**config.mk**
```make
export PLATFORM = sky130hd
export DESIGN_NAME = lef_event_flags_cycle_timer
export DESIGN_NICKNAME = d
export VERILOG_FILES = /design/src/core/lef_pkg.sv /design/src/core/lef_event_flags_cycle_timer.sv
export SDC_FILE = /design/constraint.sdc
export NUM_CORES = 1
export LEC_CHECK = 0
export BUFFER_PORTS_ARGS = -buffer_cell sky130_fd_sc_hd__buf_4
export CELL_PAD_IN_SITES_DETAIL_PLACEMENT = 0
export CELL_PAD_IN_SITES_GLOBAL_PLACEMENT = 2
export CORE_UTILIZATION = 25
export CTS_CLUSTER_SIZE = 16
export DETAILED_ROUTE_END_ITERATION = 6
export GPL_ROUTABILITY_DRIVEN = 0
export PLACE_DENSITY_LB_ADDON = 0.1
export SETUP_SLACK_MARGIN = 0.1
export SYNTH_ARGS = -nofsm -noshare
export SYNTH_HDL_FRONTEND = slang
export SYNTH_SLANG_ARGS = --single-unit
```
**constraint.sdc**
```tcl
create_clock -name aclk -period 7.5 [get_ports aclk]
set_clock_uncertainty 0.1 [all_clocks]
set_input_delay 0.75 -clock aclk [delete_from_list [all_inputs] [get_ports aclk]]
set_output_delay 0.75 -clock aclk [all_outputs]
set_load 0.01 [all_outputs]
```
**src/core/lef_pkg.sv**
```systemverilog
// Constants for the link event flags and cycle timer block
package lef_pkg;
	// Register byte addresses
	localparam logic [7:0] ADDR_EVENT_FLAGS = 8'h10;
	localparam logic [7:0] ADDR_CYCLE_TIME = 8'h14;
	localparam logic [7:0] ADDR_FLAG_MASK = 8'h40;
	localparam logic [7:0] ADDR_HDR_CTRL = 8'h90;
	// Reset values
	localparam logic [31:0] CYCLE_TIME_RESET = 32'h0000_0000;
	localparam logic [31:0] FLAGS_RESET = 32'h0000_0000;
	localparam logic [31:0] MASK_RESET = 32'h0000_0000;
	localparam logic HDR_STRIP_RESET = 1'b0;
	// Documented positions count bit 0 as the word MSB
	localparam int WORD_MSB = 31;
	localparam int BIT_SUMMARY = WORD_MSB - 0;
	localparam int BIT_CYCLE_SECOND_FLAG = WORD_MSB - 13;
	localparam int BIT_HDR_READ = WORD_MSB - 16;
	localparam int BIT_FAIR_GAP = WORD_MSB - 17;
	localparam int BIT_TX_IDLE = WORD_MSB - 18;
	localparam int BIT_CY_DONE = WORD_MSB - 19;
	localparam int BIT_CY_PEND = WORD_MSB - 20;
	localparam int BIT_CY_LOST = WORD_MSB - 21;
	localparam int BIT_CY_ARBF = WORD_MSB - 22;
	localparam int BIT_ATX_END = WORD_MSB - 24;
	localparam int BIT_ARX_REQ = WORD_MSB - 25;
	localparam int BIT_MGMT_DONE = WORD_MSB - 26;
	localparam int BIT_CMD_DONE = WORD_MSB - 27;
	localparam int BIT_DTX_DONE = WORD_MSB - 28;
	localparam int BIT_DRX_DONE = WORD_MSB - 29;
	localparam int BIT_TX_EXPR = WORD_MSB - 30;
	localparam int BIT_AGENT_WR = WORD_MSB - 31;
	localparam int BIT_HDR_STRIP = WORD_MSB - 0;
	// Cycle timer fields
	localparam int SEC_LSB = WORD_MSB - 6;
	localparam int SEC_W = 7;
	localparam int CNT_LSB = WORD_MSB - 19;
	localparam int CNT_W = 13;
	localparam int OFF_LSB = WORD_MSB - 31;
	localparam int OFF_W = 12;
	// Timing
	localparam int CLK_PERIOD_NS = 50;
	localparam int OFFSET_TICK_NS = 40;
	localparam int CYCLE_PERIOD_US = 125;
	localparam int CYCLE_PERIOD_NS = CYCLE_PERIOD_US * 1000;
	localparam int OFFSET_WRAP = CYCLE_PERIOD_NS / OFFSET_TICK_NS;
	localparam int CYCLES_PER_SECOND = 1000000 / CYCLE_PERIOD_US;
	// Bus answers
	localparam logic [1:0] RESP_OKAY = 2'b00;
	localparam logic [1:0] RESP_SLVERR = 2'b10;
endpackage

```
**src/core/lef_event_flags_cycle_timer.sv**
```systemverilog
// Link event flag register, flag mask and isochronous cycle timer
// How it works
// - Host read of receive-DMA header sets flag 16, unless stripping set
// - Bus idle for an arbitration reset gap sets flag 17
// - Transmitter turning idle sets flag 18
// - Arbitration gap after a sent or received cycle start sets flag 19
// - Offset reaching zero sets flag 20; it holds until cycle end
// - Two offset rollovers without received cycle start set flag 21
// - Lost cycle-start arbitration sets flag 22
// - Async transmit completion sets flag 24; status kept elsewhere
// - Response to own request sets flag 24; plain request does not
// - Only a received request sets flag 25, never a response
// - Management ORB stored sets flag 26
// - Command ORB stored sets flag 27
// - All DMA transmit blocks completed sets flag 28
// - All DMA receive blocks completed sets flag 29
// - Transmitter delivery failure sets flag 30
// - Any agent register write sets flag 31
// - Cycle timer is zero after reset; bus reset leaves it
// - Seconds in bits 0-6, writable, step on cycle count rollover
// - Cycle count in bits 7-19, writable, step on offset rollover
// - Offset in bits 20-31, writable, steps every 40 ns
// - Seconds increment sets flag 13
// - Summary bit 0 is OR of masked flags; interrupt pin is inverse
`timescale 1ns/1ps
`default_nettype none
module lef_event_flags_cycle_timer #(
	parameter int ADDR_W = 8
) (
	input wire logic aclk,
	input wire logic aresetn,
	input wire logic [ADDR_W-1:0] awaddr,
	input wire logic awvalid,
	output logic awready,
	input wire logic [31:0] wdata,
	input wire logic [3:0] wstrb,
	input wire logic wvalid,
	output logic wready,
	output logic [1:0] bresp,
	output logic bvalid,
	input wire logic bready,
	input wire logic [ADDR_W-1:0] araddr,
	input wire logic arvalid,
	output logic arready,
	output logic [31:0] rdata,
	output logic [1:0] rresp,
	output logic rvalid,
	input wire logic rready,
	input wire logic ev_rx_header_read,
	input wire logic ev_fair_gap,
	input wire logic tx_idle,
	input wire logic ev_arb_gap,
	input wire logic ev_cycle_start,
	input wire logic ev_cycle_start_rx,
	input wire logic ev_iso_cycle_end,
	input wire logic ev_cycle_arb_lost,
	input wire logic ev_async_tx_complete,
	input wire logic ev_async_rx_response,
	input wire logic ev_async_rx_request,
	input wire logic ev_mgmt_orb_stored,
	input wire logic ev_cmd_orb_stored,
	input wire logic ev_dma_tx_all_done,
	input wire logic ev_dma_rx_all_done,
	input wire logic ev_tx_failed,
	input wire logic ev_agent_write,
	output logic rx_header_strip_ctrl,
	output logic irq_out_n
);
	localparam int OFF_W = lef_pkg::OFF_W;
	localparam int CNT_W = lef_pkg::CNT_W;
	localparam int SEC_W = lef_pkg::SEC_W;

	// Bus slave state
	logic [ADDR_W-1:0] wr_addr, next_wr_addr;
	logic [31:0] wr_data, next_wr_data;
	logic [3:0] wr_strb, next_wr_strb;
	logic next_awready, next_wready, next_bvalid;
	logic [1:0] next_bresp;
	logic next_arready, next_rvalid;
	logic [31:0] next_rdata;
	logic [1:0] next_rresp;
	logic wr_go;
	logic [31:0] wr_mask;
	logic [7:0] wr_a8, rd_a8;

	// Block state
	logic [31:0] cycle_time, next_cycle_time;
	logic [31:0] flags, next_flags;
	logic [31:0] flag_mask, next_flag_mask;
	logic next_strip;
	logic [5:0] tick_acc, next_tick_acc;
	logic wrap_seen, next_wrap_seen;
	logic cs_seen, next_cs_seen;
	logic tx_idle_q, next_tx_idle_q;
	logic next_irq_n;

	// Counter helpers
	logic [6:0] acc_sum;
	logic [1:0] ticks;
	logic [OFF_W:0] off_sum;
	logic off_wrap, cnt_wrap, ct_wr;
	logic [CNT_W-1:0] cnt_now;
	logic [SEC_W-1:0] sec_now;
	logic [31:0] counted, flag_set, flag_clr;

	localparam logic [31:0] FLAGS_IMPL = (32'h1 << lef_pkg::BIT_CYCLE_SECOND_FLAG)
		| (32'h1 << lef_pkg::BIT_HDR_READ) | (32'h1 << lef_pkg::BIT_FAIR_GAP)
		| (32'h1 << lef_pkg::BIT_TX_IDLE) | (32'h1 << lef_pkg::BIT_CY_DONE)
		| (32'h1 << lef_pkg::BIT_CY_PEND) | (32'h1 << lef_pkg::BIT_CY_LOST)
		| (32'h1 << lef_pkg::BIT_CY_ARBF) | (32'h1 << lef_pkg::BIT_ATX_END)
		| (32'h1 << lef_pkg::BIT_ARX_REQ) | (32'h1 << lef_pkg::BIT_MGMT_DONE)
		| (32'h1 << lef_pkg::BIT_CMD_DONE) | (32'h1 << lef_pkg::BIT_DTX_DONE)
		| (32'h1 << lef_pkg::BIT_DRX_DONE) | (32'h1 << lef_pkg::BIT_TX_EXPR)
		| (32'h1 << lef_pkg::BIT_AGENT_WR);

	// Bus slave: address and data latched in either order, answer after both
	always_comb begin
		wr_a8 = 8'(wr_addr);
		rd_a8 = 8'(araddr);
		wr_go = !awready && !wready && !bvalid;
		wr_mask = {{8{wr_strb[3]}}, {8{wr_strb[2]}}, {8{wr_strb[1]}},
			{8{wr_strb[0]}}};
		next_wr_addr = wr_addr;
		next_wr_data = wr_data;
		next_wr_strb = wr_strb;
		next_awready = awready;
		next_wready = wready;
		next_bvalid = bvalid;
		next_bresp = bresp;
		if (awvalid && awready) begin
			next_wr_addr = awaddr;
			next_awready = 1'b0;
		end
		if (wvalid && wready) begin
			next_wr_data = wdata;
			next_wr_strb = wstrb;
			next_wready = 1'b0;
		end
		if (wr_go) begin
			next_bvalid = 1'b1;
			unique case (wr_a8)
				lef_pkg::ADDR_EVENT_FLAGS, lef_pkg::ADDR_CYCLE_TIME,
				lef_pkg::ADDR_FLAG_MASK, lef_pkg::ADDR_HDR_CTRL:
					next_bresp = lef_pkg::RESP_OKAY;
				default: next_bresp = lef_pkg::RESP_SLVERR;
			endcase
		end
		if (bvalid && bready) begin
			next_bvalid = 1'b0;
			next_awready = 1'b1;
			next_wready = 1'b1;
		end
		next_arready = arready;
		next_rvalid = rvalid;
		next_rdata = rdata;
		next_rresp = rresp;
		if (arvalid && arready) begin
			next_arready = 1'b0;
			next_rvalid = 1'b1;
			next_rresp = lef_pkg::RESP_OKAY;
			unique case (rd_a8)
				lef_pkg::ADDR_EVENT_FLAGS: begin
					next_rdata = flags;
					next_rdata[lef_pkg::BIT_SUMMARY] = !irq_out_n;
				end
				lef_pkg::ADDR_CYCLE_TIME: next_rdata = cycle_time;
				lef_pkg::ADDR_FLAG_MASK: next_rdata = flag_mask;
				lef_pkg::ADDR_HDR_CTRL: begin
					next_rdata = 32'h0;
					next_rdata[lef_pkg::BIT_HDR_STRIP] = rx_header_strip_ctrl;
				end
				default: begin
					next_rdata = 32'h0;
					next_rresp = lef_pkg::RESP_SLVERR;
				end
			endcase
		end
		if (rvalid && rready) begin
			next_rvalid = 1'b0;
			next_arready = 1'b1;
		end
	end

	// Cycle timer; 50 ns clock against 40 ns ticks, so one or two per edge
	always_comb begin
		acc_sum = {1'b0, tick_acc} + 7'(lef_pkg::CLK_PERIOD_NS);
		if (acc_sum >= 7'(2 * lef_pkg::OFFSET_TICK_NS)) begin
			ticks = 2'd2;
			next_tick_acc = 6'(acc_sum - 7'(2 * lef_pkg::OFFSET_TICK_NS));
		end else if (acc_sum >= 7'(lef_pkg::OFFSET_TICK_NS)) begin
			ticks = 2'd1;
			next_tick_acc = 6'(acc_sum - 7'(lef_pkg::OFFSET_TICK_NS));
		end else begin
			ticks = 2'd0;
			next_tick_acc = 6'(acc_sum);
		end
		cnt_now = cycle_time[lef_pkg::CNT_LSB +: CNT_W];
		sec_now = cycle_time[lef_pkg::SEC_LSB +: SEC_W];
		off_sum = {1'b0, cycle_time[lef_pkg::OFF_LSB +: OFF_W]}
			+ (OFF_W+1)'(ticks);
		off_wrap = off_sum >= (OFF_W+1)'(lef_pkg::OFFSET_WRAP);
		cnt_wrap = off_wrap
			&& cnt_now == CNT_W'(lef_pkg::CYCLES_PER_SECOND - 1);
		counted = cycle_time;
		counted[lef_pkg::OFF_LSB +: OFF_W] = off_wrap
			? OFF_W'(off_sum - (OFF_W+1)'(lef_pkg::OFFSET_WRAP))
			: off_sum[OFF_W-1:0];
		if (off_wrap) begin
			counted[lef_pkg::CNT_LSB +: CNT_W] = cnt_wrap
				? CNT_W'(0) : cnt_now + CNT_W'(1);
		end
		if (cnt_wrap) begin
			counted[lef_pkg::SEC_LSB +: SEC_W] = sec_now + SEC_W'(1);
		end
		// Software write overrides the count in the written byte lanes
		ct_wr = wr_go && wr_a8 == lef_pkg::ADDR_CYCLE_TIME;
		next_cycle_time = ct_wr
			? (counted & ~wr_mask) | (wr_data & wr_mask) : counted;
	end

	// Event flags, mask and header strip control
	always_comb begin
		next_tx_idle_q = tx_idle;
		next_cs_seen = cs_seen || ev_cycle_start;
		next_wrap_seen = wrap_seen;
		flag_set = 32'h0;
		flag_set[lef_pkg::BIT_CYCLE_SECOND_FLAG] = cnt_wrap;
		flag_set[lef_pkg::BIT_HDR_READ] = ev_rx_header_read
			&& !rx_header_strip_ctrl;
		flag_set[lef_pkg::BIT_FAIR_GAP] = ev_fair_gap;
		flag_set[lef_pkg::BIT_TX_IDLE] = tx_idle && !tx_idle_q;
		flag_set[lef_pkg::BIT_CY_DONE] = ev_arb_gap && cs_seen;
		if (ev_arb_gap && cs_seen) begin
			next_cs_seen = ev_cycle_start;
		end
		flag_set[lef_pkg::BIT_CY_PEND] = off_wrap || (ct_wr
			&& next_cycle_time[lef_pkg::OFF_LSB +: OFF_W] == OFF_W'(0));
		// A received cycle start in the wrap cycle counts as in between
		if (ev_cycle_start_rx) begin
			next_wrap_seen = off_wrap;
		end else if (off_wrap) begin
			next_wrap_seen = 1'b1;
			flag_set[lef_pkg::BIT_CY_LOST] = wrap_seen;
		end
		flag_set[lef_pkg::BIT_CY_ARBF] = ev_cycle_arb_lost;
		flag_set[lef_pkg::BIT_ATX_END] = ev_async_tx_complete
			|| ev_async_rx_response;
		flag_set[lef_pkg::BIT_ARX_REQ] = ev_async_rx_request;
		flag_set[lef_pkg::BIT_MGMT_DONE] = ev_mgmt_orb_stored;
		flag_set[lef_pkg::BIT_CMD_DONE] = ev_cmd_orb_stored;
		flag_set[lef_pkg::BIT_DTX_DONE] = ev_dma_tx_all_done;
		flag_set[lef_pkg::BIT_DRX_DONE] = ev_dma_rx_all_done;
		flag_set[lef_pkg::BIT_TX_EXPR] = ev_tx_failed;
		flag_set[lef_pkg::BIT_AGENT_WR] = ev_agent_write;
		flag_clr = 32'h0;
		if (wr_go && wr_a8 == lef_pkg::ADDR_EVENT_FLAGS) begin
			flag_clr = wr_data & wr_mask & FLAGS_IMPL;
		end
		flag_clr[lef_pkg::BIT_CY_PEND] = flag_clr[lef_pkg::BIT_CY_PEND]
			|| ev_iso_cycle_end;
		// Set wins over clear so no event is lost
		next_flags = (flags & ~flag_clr) | flag_set;
		next_flag_mask = flag_mask;
		if (wr_go && wr_a8 == lef_pkg::ADDR_FLAG_MASK) begin
			next_flag_mask = (flag_mask & ~wr_mask)
				| (wr_data & wr_mask & FLAGS_IMPL);
		end
		next_strip = rx_header_strip_ctrl;
		if (wr_go && wr_a8 == lef_pkg::ADDR_HDR_CTRL
			&& wr_strb[lef_pkg::BIT_HDR_STRIP / 8]) begin
			next_strip = wr_data[lef_pkg::BIT_HDR_STRIP];
		end
		next_irq_n = !(|(next_flags & next_flag_mask));
	end

	always_ff @(posedge aclk) begin
		if (!aresetn) begin
			awready <= 1'b1;
			wready <= 1'b1;
			bvalid <= 1'b0;
			bresp <= lef_pkg::RESP_OKAY;
			arready <= 1'b1;
			rvalid <= 1'b0;
			rdata <= 32'h0;
			rresp <= lef_pkg::RESP_OKAY;
			wr_addr <= '0;
			wr_data <= 32'h0;
			wr_strb <= 4'h0;
			cycle_time <= lef_pkg::CYCLE_TIME_RESET;
			flags <= lef_pkg::FLAGS_RESET;
			flag_mask <= lef_pkg::MASK_RESET;
			rx_header_strip_ctrl <= lef_pkg::HDR_STRIP_RESET;
			tick_acc <= 6'h0;
			wrap_seen <= 1'b0;
			cs_seen <= 1'b0;
			tx_idle_q <= 1'b0;
			irq_out_n <= 1'b1;
		end else begin
			awready <= next_awready;
			wready <= next_wready;
			bvalid <= next_bvalid;
			bresp <= next_bresp;
			arready <= next_arready;
			rvalid <= next_rvalid;
			rdata <= next_rdata;
			rresp <= next_rresp;
			wr_addr <= next_wr_addr;
			wr_data <= next_wr_data;
			wr_strb <= next_wr_strb;
			cycle_time <= next_cycle_time;
			flags <= next_flags;
			flag_mask <= next_flag_mask;
			rx_header_strip_ctrl <= next_strip;
			tick_acc <= next_tick_acc;
			wrap_seen <= next_wrap_seen;
			cs_seen <= next_cs_seen;
			tx_idle_q <= next_tx_idle_q;
			irq_out_n <= next_irq_n;
		end
	end
endmodule
`default_nettype wire

```
After elaboration in Yosys (flattened, before gate mapping)
Index checks and enable logic that the tools add are counted.
{ "totals": {"in_bits": 76, "output_inout_bits": 43, "ff_bits": 192, "elab_cells": 104} }
{ "classes": {"n_bitwise": 11, "n_eq_ne": 9, "reduce_logical": 35, "muxes": 19, "addsub": 7, "magnitude_cmp": 3} }
{ "ops": {"columns": ["operator", "count"], "rows": [
  ["$and A32 B32 Y32", 5],
  ["$pmux W32 S4", 1],
  ["$mux W32", 2],
  ["$not A32 Y32", 2],
  ["$or A32 B19 Y32", 2],
  ["$eq A8 B5 Y1 const B", 4],
  ["$or A32 B32 Y32", 1],
  ["$reduce_or A32 Y1", 1],
  ["$mux W13", 2],
  ["$mux W19", 1],
  ["$logic_and A1 B1 Y1", 17],
  ["$eq A8 B7 Y1 const B", 2],
  ["$eq A8 B8 Y1 const B", 2],
  ["$add A12 B2 Y13", 1],
  ["$add A13 B1 Y13 const B", 1],
  ["$eq A13 B13 Y1 const B", 1],
  ["$ge A13 B12 Y1 const B", 1],
  ["$logic_not A12 Y1", 1],
  ["$mux W12", 1],
  ["$mux W6", 2],
  ["$sub A12 B12 Y12 const B", 1],
  ["$reduce_or A4 Y1", 2],
  ["$add A6 B6 Y7 const B", 1],
  ["$add A7 B1 Y7 const B", 1],
  ["12 further kinds", 29]
]} }

Logic depth before layout (Yosys ltp)
{ "logic_depth": {"ltp_word": 19, "mapped_depth": 19, "depth_no_buf": 17} }

Worst setup path after synthesis
Ideal clock, no wire load.
{ "synth_timing": {"path_type": "register -> register", "startpoint": "register tick_acc[1]", "endpoint": "register irq_out_n", "path_buffers": 2, "path_stages_with_launch": 19, "required_ns": 7.280, "period_less_slack_ns": 4.113, "slack_ns": 3.387, "setup_ns": 0.120, "t_arrival_ns": 3.894, "path_cell_list": "dfxtp_1 > ha_1 > buf_6 > nand2b_1 > a21o_4 > a211o_1 > ha_1 > or2_2 > o31a_1 > nand3_2 > o211ai_1 > a311oi_4 > o31ai_4 > nor4_1 > buf_2 > a21oi_1 > o221a_2 > a21oi_1 > nand2_1"} }
{ "synth_via": {"elab_chain_cells": 17, "word_cells_on_any_way": 22, "cone_classes": "add/sub (3); order compare (3); mux (6); bitwise (4); reduce/logical (6)"} }
{ "synth_rtl": {"columns": ["item", "line", "source"], "rows": [
  ["from (decl)", "lef_event_flags_cycle_timer.sv:91", "logic [5:0] tick_acc, next_tick_acc;"],
  ["from (signal assigned)", "lef_event_flags_cycle_timer.sv:314", "tick_acc <= next_tick_acc;"],
  ["$add A6 B6 Y7 *", "lef_event_flags_cycle_timer.sv:186", "acc_sum = {1'b0, tick_acc} + 7'(lef_pkg::CLK_PERIOD_NS);"],
  ["$ge A7 B6 Y1", "lef_event_flags_cycle_timer.sv:190", "end else if (acc_sum >= 7'(lef_pkg::OFFSET_TICK_NS)) begin"],
  ["$mux W1", "lef_event_flags_cycle_timer.sv:190", null],
  ["$mux W2 *", "lef_event_flags_cycle_timer.sv:187", "if (acc_sum >= 7'(2 * lef_pkg::OFFSET_TICK_NS)) begin"],
  ["$add A12 B2 Y13 *", "lef_event_flags_cycle_timer.sv:200", "+ (OFF_W+1)'(ticks);"],
  ["$sub A12 B12 Y12 / $ge A13 B12 Y1 (equally long branches)", "lef_event_flags_cycle_timer.sv:206, lef_event_flags_cycle_timer.sv:201", null],
  ["$mux W12", "lef_event_flags_cycle_timer.sv:206", "? OFF_W'(off_sum - (OFF_W+1)'(lef_pkg::OFFSET_WRAP))"],
  ["$and A32 B32 Y32", "lef_event_flags_cycle_timer.sv:218", "? (counted & ~wr_mask) | (wr_data & wr_mask) : counted;"],
  ["$or A32 B32 Y32", "lef_event_flags_cycle_timer.sv:218", null],
  ["$mux W32", "lef_event_flags_cycle_timer.sv:218", null],
  ["$logic_not A12 Y1", "lef_event_flags_cycle_timer.sv:237", "&& next_cycle_time[lef_pkg::OFF_LSB +: OFF_W] == OFF_W'(0));"],
  ["$logic_and A1 B1 Y1", "lef_event_flags_cycle_timer.sv:237", null],
  ["$logic_or A1 B1 Y1", "lef_event_flags_cycle_timer.sv:236", "flag_set[lef_pkg::BIT_CY_PEND] = off_wrap || (ct_wr"],
  ["$or A32 B19 Y32 *", "lef_event_flags_cycle_timer.sv:262", "next_flags = (flags & ~flag_clr) | flag_set;"],
  ["$and A32 B32 Y32 *", "lef_event_flags_cycle_timer.sv:273", "next_irq_n = !(|(next_flags & next_flag_mask));"],
  ["$reduce_or A32 Y1 *", "lef_event_flags_cycle_timer.sv:273", null],
  ["$logic_not A1 Y1 *", "lef_event_flags_cycle_timer.sv:273", null],
  ["to (signal assigned)", "lef_event_flags_cycle_timer.sv:318", "irq_out_n <= next_irq_n;"],
  ["to (decl)", "lef_event_flags_cycle_timer.sv:67", "output logic irq_out_n"]
]} }
Every way passes the cells marked *; elsewhere a longest branch is shown, timed or not.
A chain may end at the register's enable or synchronous reset.

Worst setup path after layout
{ "layout_timing": {"startpoint": "register tick_acc[1]", "endpoint": "register cycle_time[31]"} }
{ "layout_via": {"elab_chain_cells": 11, "word_cells_on_any_way": 12, "cone_classes": "add/sub (2); order compare (3); mux (4); bitwise (2); reduce/logical (1)"} }
{ "layout_rtl": {"columns": ["item", "line", "source"], "rows": [
  ["$add A6 B6 Y7 *", "lef_event_flags_cycle_timer.sv:186", null],
  ["$ge A7 B6 Y1", "lef_event_flags_cycle_timer.sv:190", null],
  ["$mux W1", "lef_event_flags_cycle_timer.sv:190", null],
  ["$mux W2 *", "lef_event_flags_cycle_timer.sv:187", null],
  ["$add A12 B2 Y13 *", "lef_event_flags_cycle_timer.sv:200", null],
  ["$ge A13 B12 Y1 *", "lef_event_flags_cycle_timer.sv:201", "off_wrap = off_sum >= (OFF_W+1)'(lef_pkg::OFFSET_WRAP);"],
  ["$logic_and A1 B1 Y1 *", "lef_event_flags_cycle_timer.sv:203", "&& cnt_now == CNT_W'(lef_pkg::CYCLES_PER_SECOND - 1);"],
  ["$mux W7 *", "lef_event_flags_cycle_timer.sv:212", "if (cnt_wrap) begin"],
  ["$and A32 B32 Y32", "lef_event_flags_cycle_timer.sv:218", null],
  ["$or A32 B32 Y32", "lef_event_flags_cycle_timer.sv:218", null],
  ["$mux W32 *", "lef_event_flags_cycle_timer.sv:218", null],
  ["to (signal assigned)", "lef_event_flags_cycle_timer.sv:289", "cycle_time <= lef_pkg::CYCLE_TIME_RESET;"],
  ["to (signal assigned)", "lef_event_flags_cycle_timer.sv:310", "cycle_time <= next_cycle_time;"],
  ["to (decl)", "lef_event_flags_cycle_timer.sv:87", "logic [31:0] cycle_time, next_cycle_time;"]
]} }
Marked as above.

==> results.md <==
- Synthesized area per cell: between 8 and 9 sq um
- #FFs+latches synth: between 150 and 200
- Number of fill cells: between 3000 and 4000
- Dpl hpwl: just over 20 mm
- PostCTS Resize Cnt: 0
- Warnings, synthesis: 0
- Die outline width: roughly 180 um
- CP Launch Type: register
- Placed Area: between 9000 and 10000 sq um
- Reg2reg end: cycle_time[31]
- Port Buffers: roughly 120
- Flop-to-flop setup slack: around 2.1 ns
- Worst R2R Path Depth: 17
- Vias in the first global route: roughly 7200
- Setup CP Type: reg -> reg
- N_diodes: 0
- I/O Pins: approximately 120
- Reg2Reg Launch Point: tick_acc[1]
- Post-layout min period: approximately 5.4 ns
- Fin. Hold Viols: 0
- Max_slew headroom: a little under two fifths
- Antenna viol nets, final: 0
- Maximum clock rate: roughly 180 MHz
- Detailed Route WL: between 20 and 30 mm
- Design area: about 10000 sq um
- Routed len/inst: around 18 um
- Die H: approximately 180 um
- MaxCap Viol Count: 0
- Cell count after synthesis: between 1000 and 1500
- DR pass1 iterations: 5
- Final Core Density: roughly 31%
- Remaining DRCs: 0
- Final setup TNS: 0 ns
- Largest net degree at the start of global routing: 76
- Clock Tree Root: clkbuf_16
- Total track usage: between 10% and 20%
- Post-synth top area share: between 40% and 50%
- Crit. Startpoint: tick_acc[1]
- Most area-consuming cells after synthesis: dfxtp_1 42%, nand2_1 6.8%, nor2_1 5.5%
- CTS Buffer Depth: 2
- Final nets: roughly 1200
- Effective utilization at floorplan: 25.4%
- Critical Path AT: approximately 5.7 ns
- Hold Path Class: reg -> reg
- Leak Pwr: slightly below 4 nW
- Crit Path Max Fanout: 14
- Status: finished clean
- PwrDens: ~220 nW/um^2
- CTS buffer count: 17
- Sequential fraction of the synthesis area: approximately two fifths
- Layout cells sized above 1: ~17%
- Ys async rst share: 0%
- CTS Hold Bufs: 0
- CTS clk-pin slew, worst paths: around 0.080 ns
- Slew @ Worst Pin: 0.941 ns
- Antenna violations before repair: 0
- Dominant cell type by area after synthesis: dfxtp_1
- Total grt overflow: 0
- Unrepaired setup endpoints after global routing: false
- VDD IR max: approximately 0.16 mV
- Post-synth EDFFs: 0
- CP endpoint: cycle_time[31]
- Commonest non-fill, non-tap cell in the layout: dfxtp_1
- Initial DRC count: approximately 490
- Die Area: between 30000 and 40000 sq um
- Slew Viols, Final: 0
- Post CTS Setup Buffer Count: 0
- Most frequent cells in the layout: 173 x dfxtp_1, 151 x nand2_1, 122 x buf_4
- Row Count: 66
- CTS tree: done
- Fin crit share: roughly 72%
- Worst Hold Path Cells: 2
- CTS sink cnt: approximately 170
- Number of vias per cell: between 4 and 5
- Post-Syn Area: slightly above 8000 sq um
- Endpoint class of the critical path: register
- Htree depth: 4
- Core area: 32600 sq um
- Worst skew pair latency: approximately 0.44 ns
- Via count: 7297
- Crit path required time: 7.76 ns
- Top_reg_cell synth: dfxtp_1
- First-pass GRT wire length: 43.9 mm
- Final setup fails: 0
- Distinct cells, synth: 77
- Min Hold Slack: 0.357 ns
- Layout area overhead: 21.8%
## registers in the layout (all words and copies together) (netlist names), 4 cells and up
register    count
flags          16
tick_acc        5
rdata          32
wr_a8           8
wr_strb         4
wr_data        32
flag_mask      32
cycle_time     32
## area by class of cell
type,instances,area [sq um],area share [%]
clock buffers,18,429,4.25
clock inverters,14,181,1.79
inverters,15,58.8,0.582
multi-input cells,748,4510,44.6
flip-flops and latches,173,3460,34.3
well taps,442,553,5.47
repair buffers,122,916,9.06
## through the flow
| stage | setup WS [ns] | total power (W) | instances |
|---|---|---|---|
| 2_1_floorplan | 3.39 | 0.00121 | 1002 |
| 3_3_place_gp | 2.17 | 0.00133 | 1500 |
| 3_5_place_dp | 2.08 | 0.00132 | 1500 |
| 4_1_cts | 2.06 | 0.00229 | 1532 |
| 5_1_grt | 1.48 | 0.00236 | 1532 |
| 6_report | 2.08 | 0.00225 | 1532 |
## worst max-delay path, cell delays in order, from the launching register on
cell and delay [ns]:
dfxtp_1 0.47, ha_1 0.37, nand2_1 0.17, xnor2_1 0.17, o32ai_1 0.10, ha_1 0.36
ha_1 0.32, o31ai_1 0.52, nor3_1 0.11, xnor2_1 0.76, a311oi_4 0.12, o31ai_4 0.68
nor4_2 0.12, buf_4 0.21, and3_1 0.21, nand4_1 0.10, mux2_1 0.32, a21oi_1 0.11
## synthesized netlist by cell type (3+ instances only)
cell type	number
dfxtp_1	173
a21o_1	3
nand3_1	27
or4_1	5
o31a_1	3
buf_4	4
a22o_1	15
ha_1	9
nand2_1	151
mux2i_1	41
xnor2_1	10
nor4_1	10
nand2b_1	9
o21a_1	4
xor2_1	15
a22oi_1	40
o22ai_1	10
nand3b_1	3
and3_1	14
and2_1	29
nand4_1	10
a31oi_1	6
nor3_1	18
clkbuf_1	50
a211oi_1	15
nor2b_1	5
a211o_1	3
buf_2	5
inv_1	14
o31ai_1	4
nor2_1	121
buf_1	4
or3_1	7
o21ai_0	29
o211ai_1	4
a21oi_1	80
buf_6	3
## kinds of logic (layout without fill, tap and decap cells)
kind of cell | after synthesis | count (layout) | synth area share [%]
fa+ha+maj | 10 | 10 | 1.48
xor+xnor | 25 | 25 | 2.64
other cells | 1 | 2 | 0.0452
compound gates | 240 | 240 | 20.2
mux | 44 | 44 | 5.35
flops | 173 | 173 | 41.7
simple gates | 427 | 427 | 24.4
buf+inv | 81 | 169 | 4.19
## layer usage
layer / vias to the layer above / global-route usage, % / part of all wire [%]
met5: - / 0 / 0
met4: 0 / 4.50 / 1.2
met3: 20 / 2.96 / 4.8
met2: 181 / 23.4 / 39
met1: 3398 / 26.8 / 55
li1: 3698 / - / -
## report_power, final
part | internal, W | leakage (nW) | total [W] | switching, W
registers | 0.000950 | 1.41 | 0.00100 | 0.0000546
logic | 0.000126 | 2.25 | 0.000298 | 0.000172
clock network | 0.000532 | 0.295 | 0.000949 | 0.000416
total | 0.00161 | 3.95 | 0.00225 | 0.000643
## how the worst min path moves through the flow
stage                              from            end
after floorplan           flag_mask[16]  flag_mask[16]
after global placement    flag_mask[25]  flag_mask[25]
after detailed placement  flag_mask[25]  flag_mask[25]
after CTS                      wr_a8[3]       wr_a8[3]
after global routing      flag_mask[24]  flag_mask[24]
final                       wr_data[22]    wr_data[22]
(Power assumes the default switching activity.)
